--- src/common/rre_pkg.sv ---
// Shared constants and types of the rotate and return execution block.
// Assumes an 8-bit register file with control registers at the top of its map.
//
// Operation
// - Carry clear forces C to zero only.
// - Return loads PC from stack, takes 14.
// - Return adds two to stack pointer.
// - High PC byte first, low byte next.
// - Rotate left opcodes 90/91, six cycles.
// - Rotate left: bit 7 to bit 0, C.
// - Rotate via carry: 10/11, through C.
// - Rotate right opcodes E0/E1, six cycles.
// - Rotate right: bit 0 to bit 7, C.
// - Zero flag set when result is zero.
// - Sign flag equals result bit seven.
// - Overflow set when bit seven changes.
// - High nibble 1110b selects a working register.
// - Indirect mode reads pointer, rotates pointed register.
// - Stack pointer held at FEh and FFh.
// - Flags held at register file address FCh.
package rre_pkg;

  // ----------------------------------------------------------------
  // Opcodes (on the rotates, bit 0 set selects the indirect operand)
  // ----------------------------------------------------------------
  localparam logic [7:0] OPC_CLEAR_CARRY = 8'hCF;
  localparam logic [7:0] OPC_SUB_EXIT = 8'hAF;
  localparam logic [7:0] OPC_ROT_LEFT = 8'h90;
  localparam logic [7:0] OPC_ROT_LEFT_CARRY = 8'h10;
  localparam logic [7:0] OPC_ROT_RIGHT = 8'hE0;
  localparam logic [3:0] WORK_REG_NIBBLE = 4'hE;

  // ----------------------------------------------------------------
  // Register file addresses and flag layout
  // ----------------------------------------------------------------
  localparam logic [7:0] RF_FLAGS_ADDR = 8'hFC;
  localparam logic [7:0] RF_RP_ADDR = 8'hFD;
  localparam logic [7:0] RF_SP_HI_ADDR = 8'hFE;
  localparam logic [7:0] RF_SP_LO_ADDR = 8'hFF;
  localparam int FLAG_C_POS = 7;
  localparam int FLAG_Z_POS = 6;
  localparam int FLAG_S_POS = 5;
  localparam int FLAG_V_POS = 4;
  localparam int FLAG_D_POS = 3;
  localparam int FLAG_H_POS = 2;
  localparam logic [15:0] SP_NEXT_BYTE = 16'h0001;
  localparam logic [15:0] SP_POP_STEP = 16'h0002;

  // ----------------------------------------------------------------
  // Instruction lengths in clock cycles
  // ----------------------------------------------------------------
  localparam logic [4:0] CYC_CLEAR_CARRY = 5'h06;
  localparam logic [4:0] CYC_SUB_EXIT = 5'h0E;
  localparam logic [4:0] CYC_ROTATE = 5'h06;

  // ----------------------------------------------------------------
  // APB register map and reset values
  // ----------------------------------------------------------------
  localparam logic [7:0] ADDR_CMD = 8'h00;
  localparam logic [7:0] ADDR_STATUS = 8'h04;
  localparam logic [7:0] ADDR_PC = 8'h08;
  localparam logic [7:0] ADDR_FLAGS = 8'h0C;
  localparam int ST_BUSY_POS = 0;
  localparam int ST_DONE_POS = 1;
  localparam int ST_ILLEGAL_POS = 2;
  localparam logic [15:0] PC_RESET = 16'h0000;
  localparam logic [7:0] FLAGS_RESET = 8'h00;

  typedef enum logic [1:0] {ROT_LEFT, ROT_LEFT_CARRY, ROT_RIGHT} rre_rot_t;

endpackage

--- src/rtl/rre_rotate_unit.sv ---
// Combinational one-bit rotator with its flag results.
// Assumes the caller merges the flags into the flag register.
`timescale 1ns/1ps
module rre_rotate_unit (
  input rre_pkg::rre_rot_t kind,
  input logic [7:0] din,
  input logic cin,
  output logic [7:0] dout,
  output logic cout,
  output logic zero,
  output logic sign,
  output logic ovf
);
  wire is_right = (kind == rre_pkg::ROT_RIGHT);
  wire fill_left = (kind == rre_pkg::ROT_LEFT_CARRY) ? cin : din[7];

  assign dout = is_right ? {din[0], din[7:1]} : {din[6:0], fill_left};
  assign cout = is_right ? din[0] : din[7];
  assign zero = (dout == 8'h00);
  assign sign = dout[7];
  assign ovf = dout[7] ^ din[7];
endmodule

--- src/rtl/rre_operand_decode.sv ---
// Operand byte to register file address, including working registers.
// Assumes the register pointer value is presented by the caller.
`timescale 1ns/1ps
module rre_operand_decode (
  input logic [7:0] operand,
  input logic [7:0] rp,
  output logic [7:0] reg_addr,
  output logic working
);
  // The pointer's high nibble names the group of sixteen working registers.
  assign working = (operand[7:4] == rre_pkg::WORK_REG_NIBBLE);
  assign reg_addr = working ? {rp[7:4], operand[3:0]} : operand;
endmodule

--- src/rtl/rre_exec.sv ---
// Execution sequencer for carry clear, return and the three rotates.
// Assumes register file and stack memory reads return data in the same
// cycle as the address, and writes take effect at the clock edge.
`timescale 1ns/1ps
module rre_exec (
  input logic pclk,
  input logic presetn,
  input logic psel,
  input logic penable,
  input logic pwrite,
  input logic [7:0] paddr,
  input logic [31:0] pwdata,
  output logic [31:0] prdata,
  output logic pready,
  output logic pslverr,
  output logic [7:0] rf_addr,
  output logic rf_re,
  output logic rf_we,
  output logic [7:0] rf_wdata,
  input logic [7:0] rf_rdata,
  output logic [15:0] stk_addr,
  output logic stk_re,
  input logic [7:0] stk_rdata,
  output logic [15:0] pc,
  output logic pc_load,
  output logic busy
);

  // ----------------------------------------------------------------
  // Types and state
  // ----------------------------------------------------------------
  typedef enum logic [3:0] {
    S_IDLE, S_RP, S_PTR, S_IND, S_FLG, S_WR, S_WFL, S_CR, S_CW,
    S_SPH, S_SPL, S_STK0, S_STK1, S_WSPH, S_WSPL, S_PAD
  } rre_state_t;

  rre_state_t state;
  rre_state_t next_state;
  logic [7:0] opcode_q;
  logic [7:0] operand_q;
  rre_pkg::rre_rot_t kind_q;
  logic indirect_q;
  logic [4:0] limit_q;
  logic [4:0] cnt_q;
  logic [7:0] dst_addr_q;
  logic [7:0] dst_val_q;
  logic [7:0] new_flags_q;
  logic [7:0] sp_hi_q;
  logic [15:0] sp_q;
  logic [7:0] pc_hi_q;
  logic [7:0] pc_lo_q;
  logic [7:0] flags_view;
  logic done_q;
  logic illegal_q;
  logic [7:0] next_rf_addr;
  logic next_rf_re;
  logic next_rf_we;
  logic [7:0] next_rf_wdata;
  logic [15:0] next_stk_addr;
  logic next_stk_re;
  logic [7:0] next_flags_rot;
  logic [7:0] next_flags_clr;

  // ----------------------------------------------------------------
  // APB decode
  // ----------------------------------------------------------------
  wire apb_setup = psel & ~penable;
  wire apb_wr = psel & penable & pwrite;
  wire hit_cmd = (paddr == rre_pkg::ADDR_CMD);
  wire hit_status = (paddr == rre_pkg::ADDR_STATUS);
  wire hit_pc = (paddr == rre_pkg::ADDR_PC);
  wire hit_flags = (paddr == rre_pkg::ADDR_FLAGS);
  wire mapped = hit_cmd | hit_status | hit_pc | hit_flags;

  assign pready = 1'b1;
  assign pslverr = psel & penable & ~mapped;
  assign busy = (state != S_IDLE);

  // ----------------------------------------------------------------
  // Command decode
  // ----------------------------------------------------------------
  wire [7:0] new_opc = pwdata[7:0];
  wire [7:0] new_base = {new_opc[7:1], 1'b0};
  wire is_clr = (new_opc == rre_pkg::OPC_CLEAR_CARRY);
  wire is_exit = (new_opc == rre_pkg::OPC_SUB_EXIT);
  wire is_rot_l = (new_base == rre_pkg::OPC_ROT_LEFT);
  wire is_rot_lc = (new_base == rre_pkg::OPC_ROT_LEFT_CARRY);
  wire is_rot_r = (new_base == rre_pkg::OPC_ROT_RIGHT);
  wire legal = is_clr | is_exit | is_rot_l | is_rot_lc | is_rot_r;
  wire cmd_write = apb_wr & hit_cmd & ~busy;
  wire accept = cmd_write & legal;
  wire reject = cmd_write & ~legal;
  wire last = (cnt_q == limit_q);
  wire finish = busy & last;
  wire clr_done = apb_wr & hit_status & pwdata[rre_pkg::ST_DONE_POS];
  wire clr_illegal = apb_wr & hit_status & pwdata[rre_pkg::ST_ILLEGAL_POS];
  wire [15:0] sp_plus2 = sp_q + rre_pkg::SP_POP_STEP;
  wire [15:0] sp_plus1 = sp_q + rre_pkg::SP_NEXT_BYTE;
  wire [15:0] sp_now = {sp_hi_q, rf_rdata};

  rre_pkg::rre_rot_t new_kind;
  assign new_kind = is_rot_r ? rre_pkg::ROT_RIGHT :
                    is_rot_lc ? rre_pkg::ROT_LEFT_CARRY : rre_pkg::ROT_LEFT;
  wire [4:0] new_limit = is_exit ? rre_pkg::CYC_SUB_EXIT - 5'h01 :
                         is_clr ? rre_pkg::CYC_CLEAR_CARRY - 5'h01 :
                         rre_pkg::CYC_ROTATE - 5'h01;

  // ----------------------------------------------------------------
  // Datapath helpers
  // ----------------------------------------------------------------
  wire [7:0] dec_addr;
  wire [7:0] rot_dout;
  wire rot_cout;
  wire rot_zero;
  wire rot_sign;
  wire rot_ovf;

  // The pointer value arrives on the read port in S_PTR only.
  rre_operand_decode u_decode (
    .operand(operand_q),
    .rp(rf_rdata),
    .reg_addr(dec_addr),
    .working()
  );

  rre_rotate_unit u_rotate (
    .kind(kind_q),
    .din(dst_val_q),
    .cin(rf_rdata[rre_pkg::FLAG_C_POS]),
    .dout(rot_dout),
    .cout(rot_cout),
    .zero(rot_zero),
    .sign(rot_sign),
    .ovf(rot_ovf)
  );

  // Only C, Z, S and V are replaced, so D and H pass through untouched.
  always_comb begin
    next_flags_rot = rf_rdata;
    next_flags_rot[rre_pkg::FLAG_C_POS] = rot_cout;
    next_flags_rot[rre_pkg::FLAG_Z_POS] = rot_zero;
    next_flags_rot[rre_pkg::FLAG_S_POS] = rot_sign;
    next_flags_rot[rre_pkg::FLAG_V_POS] = rot_ovf;
    next_flags_clr = rf_rdata;
    next_flags_clr[rre_pkg::FLAG_C_POS] = 1'b0;
  end

  // ----------------------------------------------------------------
  // Sequencer
  // ----------------------------------------------------------------
  // Port requests are registered, so a read issued in one state is
  // answered on rf_rdata or stk_rdata in the state that follows.
  always_comb begin
    next_state = state;
    next_rf_addr = rf_addr;
    next_rf_re = 1'b0;
    next_rf_we = 1'b0;
    next_rf_wdata = rf_wdata;
    next_stk_addr = stk_addr;
    next_stk_re = 1'b0;
    case (state)
      S_IDLE: begin
        if (accept) begin
          next_state = is_exit ? S_SPH : (is_clr ? S_CR : S_RP);
        end
      end
      S_RP: begin
        next_rf_addr = rre_pkg::RF_RP_ADDR;
        next_rf_re = 1'b1;
        next_state = S_PTR;
      end
      S_PTR: begin
        next_rf_addr = dec_addr;
        next_rf_re = 1'b1;
        next_state = indirect_q ? S_IND : S_FLG;
      end
      S_IND: begin
        next_rf_addr = rf_rdata;
        next_rf_re = 1'b1;
        next_state = S_FLG;
      end
      S_FLG: begin
        next_rf_addr = rre_pkg::RF_FLAGS_ADDR;
        next_rf_re = 1'b1;
        next_state = S_WR;
      end
      S_WR: begin
        next_rf_addr = dst_addr_q;
        next_rf_we = 1'b1;
        next_rf_wdata = rot_dout;
        next_state = S_WFL;
      end
      S_WFL: begin
        next_rf_addr = rre_pkg::RF_FLAGS_ADDR;
        next_rf_we = 1'b1;
        next_rf_wdata = new_flags_q;
        next_state = last ? S_IDLE : S_PAD;
      end
      S_CR: begin
        next_rf_addr = rre_pkg::RF_FLAGS_ADDR;
        next_rf_re = 1'b1;
        next_state = S_CW;
      end
      S_CW: begin
        next_rf_addr = rre_pkg::RF_FLAGS_ADDR;
        next_rf_we = 1'b1;
        next_rf_wdata = next_flags_clr;
        next_state = S_PAD;
      end
      S_SPH: begin
        next_rf_addr = rre_pkg::RF_SP_HI_ADDR;
        next_rf_re = 1'b1;
        next_state = S_SPL;
      end
      S_SPL: begin
        next_rf_addr = rre_pkg::RF_SP_LO_ADDR;
        next_rf_re = 1'b1;
        next_state = S_STK0;
      end
      S_STK0: begin
        next_stk_addr = sp_now;
        next_stk_re = 1'b1;
        next_state = S_STK1;
      end
      S_STK1: begin
        next_stk_addr = sp_plus1;
        next_stk_re = 1'b1;
        next_state = S_WSPH;
      end
      S_WSPH: begin
        next_rf_addr = rre_pkg::RF_SP_HI_ADDR;
        next_rf_we = 1'b1;
        next_rf_wdata = sp_plus2[15:8];
        next_state = S_WSPL;
      end
      S_WSPL: begin
        next_rf_addr = rre_pkg::RF_SP_LO_ADDR;
        next_rf_we = 1'b1;
        next_rf_wdata = sp_plus2[7:0];
        next_state = S_PAD;
      end
      S_PAD: begin
        next_state = last ? S_IDLE : S_PAD;
      end
      default: begin
        next_state = S_IDLE;
      end
    endcase
  end

  always_ff @(posedge pclk or negedge presetn) begin
    if (!presetn) begin
      state <= S_IDLE;
      cnt_q <= 5'h00;
      rf_addr <= 8'h00;
      rf_re <= 1'b0;
      rf_we <= 1'b0;
      rf_wdata <= 8'h00;
      stk_addr <= 16'h0000;
      stk_re <= 1'b0;
    end else begin
      state <= next_state;
      cnt_q <= accept ? 5'h00 : (busy ? cnt_q + 5'h01 : cnt_q);
      rf_addr <= next_rf_addr;
      rf_re <= next_rf_re;
      rf_we <= next_rf_we;
      rf_wdata <= next_rf_wdata;
      stk_addr <= next_stk_addr;
      stk_re <= next_stk_re;
    end
  end

  // ----------------------------------------------------------------
  // Operand and return capture
  // ----------------------------------------------------------------
  always_ff @(posedge pclk or negedge presetn) begin
    if (!presetn) begin
      opcode_q <= 8'h00;
      operand_q <= 8'h00;
      kind_q <= rre_pkg::ROT_LEFT;
      indirect_q <= 1'b0;
      limit_q <= 5'h00;
    end else if (accept) begin
      opcode_q <= new_opc;
      operand_q <= pwdata[15:8];
      kind_q <= new_kind;
      indirect_q <= new_opc[0];
      limit_q <= new_limit;
    end
  end

  always_ff @(posedge pclk or negedge presetn) begin
    if (!presetn) begin
      dst_addr_q <= 8'h00;
      dst_val_q <= 8'h00;
      new_flags_q <= rre_pkg::FLAGS_RESET;
      sp_hi_q <= 8'h00;
      sp_q <= 16'h0000;
      pc_hi_q <= 8'h00;
      pc_lo_q <= 8'h00;
    end else begin
      if (state == S_PTR) dst_addr_q <= dec_addr;
      if (state == S_IND) dst_addr_q <= rf_rdata;
      if (state == S_FLG) dst_val_q <= rf_rdata;
      if (state == S_WR) new_flags_q <= next_flags_rot;
      if (state == S_SPL) sp_hi_q <= rf_rdata;
      if (state == S_STK0) sp_q <= sp_now;
      if (state == S_STK1) pc_hi_q <= stk_rdata;
      if (state == S_WSPH) pc_lo_q <= stk_rdata;
    end
  end

  // ----------------------------------------------------------------
  // Program counter, status and read data
  // ----------------------------------------------------------------
  always_ff @(posedge pclk or negedge presetn) begin
    if (!presetn) begin
      pc <= rre_pkg::PC_RESET;
      pc_load <= 1'b0;
      flags_view <= rre_pkg::FLAGS_RESET;
      done_q <= 1'b0;
      illegal_q <= 1'b0;
    end else begin
      pc_load <= (state == S_WSPL);
      if (state == S_WSPL) begin
        pc <= {pc_hi_q, pc_lo_q};
      end else if (apb_wr & hit_pc & ~busy) begin
        pc <= pwdata[15:0];
      end
      if (rf_we && rf_addr == rre_pkg::RF_FLAGS_ADDR) flags_view <= rf_wdata;
      // A completion or refusal in the clearing cycle stays visible.
      done_q <= finish | (done_q & ~clr_done);
      illegal_q <= reject | (illegal_q & ~clr_illegal);
    end
  end

  wire [31:0] read_value =
    hit_cmd ? {16'h0000, operand_q, opcode_q} :
    hit_status ? {29'h0000_0000, illegal_q, done_q, busy} :
    hit_pc ? {16'h0000, pc} :
    hit_flags ? {24'h00_0000, flags_view} : 32'h0000_0000;

  always_ff @(posedge pclk or negedge presetn) begin
    if (!presetn) begin
      prdata <= 32'h0000_0000;
    end else if (apb_setup & ~pwrite) begin
      prdata <= read_value;
    end
  end

  // ----------------------------------------------------------------
  // Checks
  // ----------------------------------------------------------------
  logic [4:0] run_len;
  always_ff @(posedge pclk or negedge presetn) begin
    if (!presetn) run_len <= 5'h00;
    else if (accept) run_len <= 5'h00;
    else if (busy) run_len <= run_len + 5'h01;
  end
endmodule

--- config.mk ---
export PLATFORM = sky130hd
export DESIGN_NAME = rre_exec
export DESIGN_NICKNAME = d
export VERILOG_FILES = /design/src/common/rre_pkg.sv /design/src/rtl/rre_rotate_unit.sv /design/src/rtl/rre_operand_decode.sv /design/src/rtl/rre_exec.sv
export SDC_FILE = /design/constraint.sdc
export NUM_CORES = 1
export LEC_CHECK = 0
export CORE_MARGIN = 8
export CORE_UTILIZATION = 60
export DETAILED_ROUTE_END_ITERATION = 8
export DONT_BUFFER_PORTS = 1
export HOLD_SLACK_MARGIN = 0.06
export PLACE_DENSITY = 0.77
export SETUP_SLACK_MARGIN = 0.3
export SLEW_MARGIN = 15
export SYNTH_ARGS = -nofsm -noshare
export SYNTH_HDL_FRONTEND = slang
export SYNTH_SLANG_ARGS = --single-unit
export TNS_END_PERCENT = 1
--- constraint.sdc ---
create_clock -name pclk -period 2.6 [get_ports pclk]
set_input_delay 0.26 -clock pclk [delete_from_list [all_inputs] [get_ports pclk]]
set_output_delay 0.26 -clock pclk [all_outputs]
set_load 0.03 [all_outputs]
==> qor.yml, run 1 <==
run_status:
  status: "complete, but fails checks"
  violations: "negative hold slack"
yosys:
  synth_ff_type: "dfrtp_1"
  syn_avg_cell_area_um2: 9.44
  synth-edff-count: 0
  async_flop_share: 1.00
  synth_area_um2: 8440
  synth_seq_cells: 171
  synth.distinct_cells: 65
  syn-instance-count: 894
  yosys_warnings: 0
  synth_seq_area_share: 0.507
sta:
  setup_viol: 0
  finalCriticalPeriod_ns: 2.32
  setup-tns-final_ns: 0
  post-route-period-util: 0.890
  max_freq_mhz: 432
  tightest_slew_ns: 0.723
  finalClockSkew_ns: 0.0105
  slew_headroom: 0.518
  rsz0062_at_grt: "yes"
  finalHoldViolCount: 171
  final_max_slew_viol_count: 0
  whs_ns: -0.487
floorplanning:
  core_area_um2: 13800
  die_w_um: 135
  die_h_um: 135
  start_util: 0.610
  ios: 148
  row_count: 43
  dieArea_um2: 18100
place:
  hpwl_um: 17000
  place_inst: 1051
  portBuffers: 0
  gp_congestion: 0.924
clock_network:
  clkTransAtPathRegs_ns: 0.07
  cts_setup_buffers: 0
  cts.htree.levels: 4
  cts_tree: "done"
  clock_latency_ns: 0.44
  clk_path_buf_depth: 2
  cts-root-buf: "clkbuf_16"
  cts_buffers: 17
  postCtsHoldBufs: 34
  clock-sinks: 171
global_routing:
  grt_max_degree: 172
  grt_use_total: 0.280
  grt-ovfl-total: 0
  grt_pass1_vias: 6810
  antenna_found_initial: 1
  grt_pass1_wl_um: 38800
final_layout:
  layout-drive-gt1-share: 0.118
  nNetsFinal: 988
  final_cells: 1118
  nFillCells: 1042
  syn2layout_area_growth_pct: 13.2
pwr:
  vdd_drop_max_mv: 0.703
  p_leak_nw: 4.42
  cellPowerDensity_nw_per_um2: 1220
  power_mw: 11.7
detailed_routing:
  vias_per_cell: 6.28
  drt_iter0_markers: 824
  antenna_left: 0
  drt_wl_total_um: 24900
  drtPass1Iterations: 6
  route.detailed.drc: 0
  wl_per_cell_um: 22.2
  vias: 7017
setup_path:
  crit_path_start_kind: "register"
  crit_type: "reg2reg"
  timing.rr.start: "state[1]"
  crit_arrival_ns: 2.64
  cp-end-kind: "register"
  crit_path_max_fanout: 19
  cp.required_ns: 2.92
  rrSetupSlack_ns: 0.28
  r2r_end: "operand_q[7]"
  reg2regPathDepth: 5
job:
  drv_cap: 0
min_path:
  min_path_type: "in2async"
==> routing by layer <==
metal	GRT usage	wire length (µm)	share of wire
met1	0.346	9740	0.39
met2	0.447	11900	0.48
met3	0.0843	2430	0.098
met4	0.119	806	0.032
met5	0	0	0
==> flip-flops by register name, indices dropped and copies added (netlist names), 16 cells and up <==
signal / count
sp_q: 16
stk_addr: 16
pc: 16
prdata: 16
==> final cells by class <==
type                            count  area (µm²)  area share
Antenna cell                        1        2.50    0.000262
Clock buffer                       18         439      0.0460
Clock inverter                     14         133      0.0139
Inverter                           13        48.8     0.00511
Multi-Input combinational cell    659        3860       0.404
Sequential cell                   171        4280       0.448
Tap cell                          180         225      0.0236
Timing Repair Buffer               62         563      0.0589
==> cells in the final DEF, fill, tap and decap left out, drive strengths merged, types with 4 or more instances in the layout <==
cell and count:
nand2 211, dfrtp 171, nor2 92, mux2 40
dlygate4sd3 34, a31oi 33, buf 28, a21oi 27
o21ai 23, xor2 20, clkbuf 18, inv 18
conb 17, nand3 16, xnor2 14, nor3 14
nand4 14, mux2i 12, a21o 10, a221oi 9
nor2b 8, o211ai 7, nand2b 6, o22ai 6
o221ai 6, a22o 6, clkinv 6, and3 5
and2 5, a211oi 4, nor4 4
==> per-stage QoR <==
step / util / cell area (µm²) / setup slack, ns
6_report: 0.691 / 9550 / 0.285
3_5_place_dp: 0.623 / 8620 / 0.273
3_3_place_gp: 0.623 / 8620 / 0.291
2_1_floorplan: - / 8500 / 0.522
4_1_cts: 0.689 / 9530 / 0.252
5_1_grt: 0.691 / 9550 / 0.143
==> worst max-delay path, cell delays in order (launching register included) <==
cell and delay (ns):
dfrtp_1 0.65, nor4_4 0.39, nand4_2 0.28, a211oi_4 0.23
buf_4 0.26, mux2_2 0.38
==> synth_stat cells (all sizes together) (3+ instances only) <==
cell type,n,area share
o21ai,23,0.014
a21oi,27,0.016
buf,35,0.026
and2,5,0.0037
nor3,14,0.0083
nor2b,8,0.0059
mux2i,12,0.014
a21o,10,0.0089
nor4,4,0.0055
o2bb2ai,3,0.0031
inv,12,0.0053
and3,5,0.0037
a32oi,3,0.0031
nand4,14,0.011
mux4,3,0.0080
o221ai,6,0.0062
o22ai,6,0.0044
a31oi,33,0.024
nor3b,3,0.0027
clkbuf,31,0.014
a22o,6,0.0062
xnor2,14,0.015
nor2,92,0.041
dfrtp,171,0.51
or2,3,0.0022
a211oi,4,0.0050
ha,3,0.0044
o31ai,3,0.0027
nand2b,6,0.0044
mux2,40,0.053
nand3,16,0.0095
a221oi,9,0.0093
nand2,211,0.094
o211ai,7,0.0062
and4,3,0.0031
o21a,3,0.0027
xor2,20,0.021
==> cells by family (layout without fill, tap and decap cells) <==
family                     count (synthesis)  in the layout  synth area share
and+or+nand+nor                          393            393             0.204
DFF                                      171            171             0.507
AOI/OAI and AO/OA                        157            157             0.127
buffers and inverters                     79            107            0.0455
muxes                                     55             55            0.0756
xor gates and xnor gates                  34             34            0.0353
adders and majority gates                  3              3           0.00445
other                                      2             18          0.000890
==> worst max path at each step <==
| stage | start | cells after the start | endpoint |
|---|---|---|---|
| CTS | state[0] | 6 | pc[9] |
| finish | state[1] | 5 | operand_q[7] |
| global placement | state[0] | 5 | rf_wdata[6] |
| floorplan | state[2] | 6 | opcode_q[0] |
| global route | state[1] | 6 | pc[11] |
| detailed placement | state[0] | 6 | pc[9] |
==> power breakdown <==
group | total, mW | switching [mW] | leakage, nW | internal [mW]
clock | 2.49 | 1.13 | 0.280 | 1.36
combinational | 3.90 | 2.27 | 2.03 | 1.64
sequential | 5.26 | 1.69 | 2.11 | 3.58
==> timing repair <==
| action | in CTS | in global routing |
|---|---|---|
| endpoints found under the hold margin | 257 | 171 |
| endpoints found under the setup margin | 26 | 61 |
| gates cloned | 0 | 0 |
| gates resized for setup | 0 | 4 |
Power figures use the tool's default switching activity.
==> run 2: changes to the inputs <==
==> constraint.sdc (replaced) <==
create_clock -name pclk -period 2.5 [get_ports pclk]
set_input_delay 0.375 -clock pclk [delete_from_list [all_inputs] [get_ports pclk]]
set_output_delay 0.375 -clock pclk [all_outputs]
set_load 0.03 [all_outputs]
==> run 2 against run 1 <==
Against the previous run: power is 2.9% higher; largest power group unchanged; the run still ends with negative hold slack left; cell count is 1.6% lower; clock-buffer cell count is 4 higher; clock skew hardly changed; critical path depth is 1 higher.
==> qor.yml, run 2 (same netlist as run 1, synthesis figures left out) <==
run_status:
  status: "complete, but fails checks"
  violations: "negative hold slack"
pwr:
  p_leak_nw: 4.33
  internal_power_mw: 6.78
  p_seq_frac: 0.454
  combPwrFrac: 0.339
  switching_share: 0.435
  switchingPower_mw: 5.21
  vdd_drop_max_mv: 0.741
  power_frac_clock: 0.207
  cellPowerDensity_nw_per_um2: 1280
sta:
  slew_headroom: 0.516
  rsz0062_at_grt: "yes"
  finalCriticalPeriod_ns: 2.18
  final_max_slew_viol_count: 0
  finalHoldViolCount: 171
  setup-tns-final_ns: 0
  tightest_slew_ns: 0.723
  finalClockSkew_ns: 0.0103
  post-route-period-util: 0.870
  max_freq_mhz: 460
  whs_ns: -0.369
  setup_viol: 0
floorplanning:
  dieArea_um2: 18100
  die_w_um: 135
  ios: 148
  start_util: 0.610
  die_h_um: 135
  row_count: 43
  core_area_um2: 13800
place:
  place_inst: 1054
  gp_congestion: 0.941
  placed_area_um2: 8640
  portBuffers: 0
  hpwl_um: 17000
detailed_routing:
  wl_per_cell_um: 21.8
  antenna_left: 0
  drtPass1Iterations: 7
  drt_iter0_markers: 746
  vias_per_cell: 6.27
  route.detailed.drc: 0
  drt_wl_total_um: 23900
  vias: 6895
final_layout:
  nNetsFinal: 971
  final_cell_mix: "nand2_1 (211), dfrtp_1 (169), nor2_1 (92)"
  final_cells: 1100
  syn2layout_area_growth_pct: 10.8
  layout_commonest_cell: "nand2_1"
  fin_area_um2: 9350
  num_antenna_cells: 0
  layout-drive-gt1-share: 0.125
setup_path:
  reg2regPathDepth: 6
  crit_arrival_ns: 2.46
  crit_path_top_delay_cell: "or4b_2"
  rrSetupSlack_ns: 0.32
  r2r_end: "rf_wdata[4]"
  critPathLaunch: "state[0]"
  crit_chain: "buf_4 -> or4b_2 -> nor2_1 -> a21oi_1 -> a211oi_1 -> a311oi_1"
  crit_path_max_fanout: 16
  max_stage_delay_ns: 0.67
  crit_type: "reg2reg"
  cp-end-kind: "register"
  crit_path_start_kind: "register"
  cp.required_ns: 2.78
  timing.rr.start: "state[0]"
clock_network:
  cts_tree: "done"
  clk_path_buf_depth: 2
  clock_latency_ns: 0.44
  cts.htree.levels: 4
  cts-root-buf: "clkbuf_16"
  postCtsHoldBufs: 13
  cts_buffers: 17
  clock-sinks: 171
  clkTransAtPathRegs_ns: 0.07
job:
  drv_cap: 0
global_routing:
  grt_max_degree: 172
  grt-ovfl-total: 0
  grt_pass1_vias: 6739
  grt_use_met1: 0.339
  antenna_found_initial: 0
  met2_usage: 0.416
  busiest_layer: "met2"
  grtUsageMet3: 0.0810
  grt_use_total: 0.269
  grt_pass1_wl_um: 37600
min_path:
  min_path_type: "in2async"
## run 2: critical path, delay by kind of cell (launching register included)
kind	cells	cell delay, ns
compound gates	3	0.45
buf+inv	1	0.23
simple gates	2	0.80
flops	1	0.54
## run 2: routing by layer
| metal | vias to the layer above | wire [µm] |
|---|---|---|
| met5 | - | 0 |
| met4 | 0 | 849 |
| met2 | 368 | 11500 |
| li1 | 3089 | - |
| met1 | 3379 | 9220 |
| met3 | 59 | 2420 |
## run 2: power by group through the flow
stage	Sequential [mW]	Clock (mW)	Combinational, mW
finish	5.45	2.48	4.07
global route	5.57	2.60	4.46
CTS	5.44	2.50	3.96
detailed placement	5.48	0	3.89
global placement	5.43	0	3.78
floorplan	5.02	0	3.06
## run 2: repair_timing
action / CTS / global route
setup buffers: 0 / 1
gates cloned: 0 / 0
setup endpoints to repair: 39 / 47
hold endpoints to repair: 192 / 171
pin swaps: 0 / 1
resized for setup: 2 / 4
## run 2: worst max-delay path by stage
stage               cells after the start           end
floorplan                               6   opcode_q[0]
global placement                        6   rf_wdata[7]
detailed placement                      6   rf_wdata[7]
CTS                                     5  operand_q[6]
global route                            5  operand_q[4]
finish                                  6   rf_wdata[4]
## run 2: cell type report
type	count	area (µm²)
clock buffer	22	474
clock inverter	10	80.1
fill	1055	4470
inverter	13	52.6
multi-input combinational	659	3860
sequential	171	4280
tap	180	225
timing repair buffer	45	383
## run 2: per-stage QoR
stage,total power [mW],setup WS (ns),util
4_1_cts,11.9,0.226,0.675
3_5_place_dp,9.37,0.180,0.625
6_report,12.0,0.325,0.677
3_3_place_gp,9.21,0.204,0.625
5_1_grt,12.6,0.224,0.677
2_1_floorplan,8.08,0.422,-
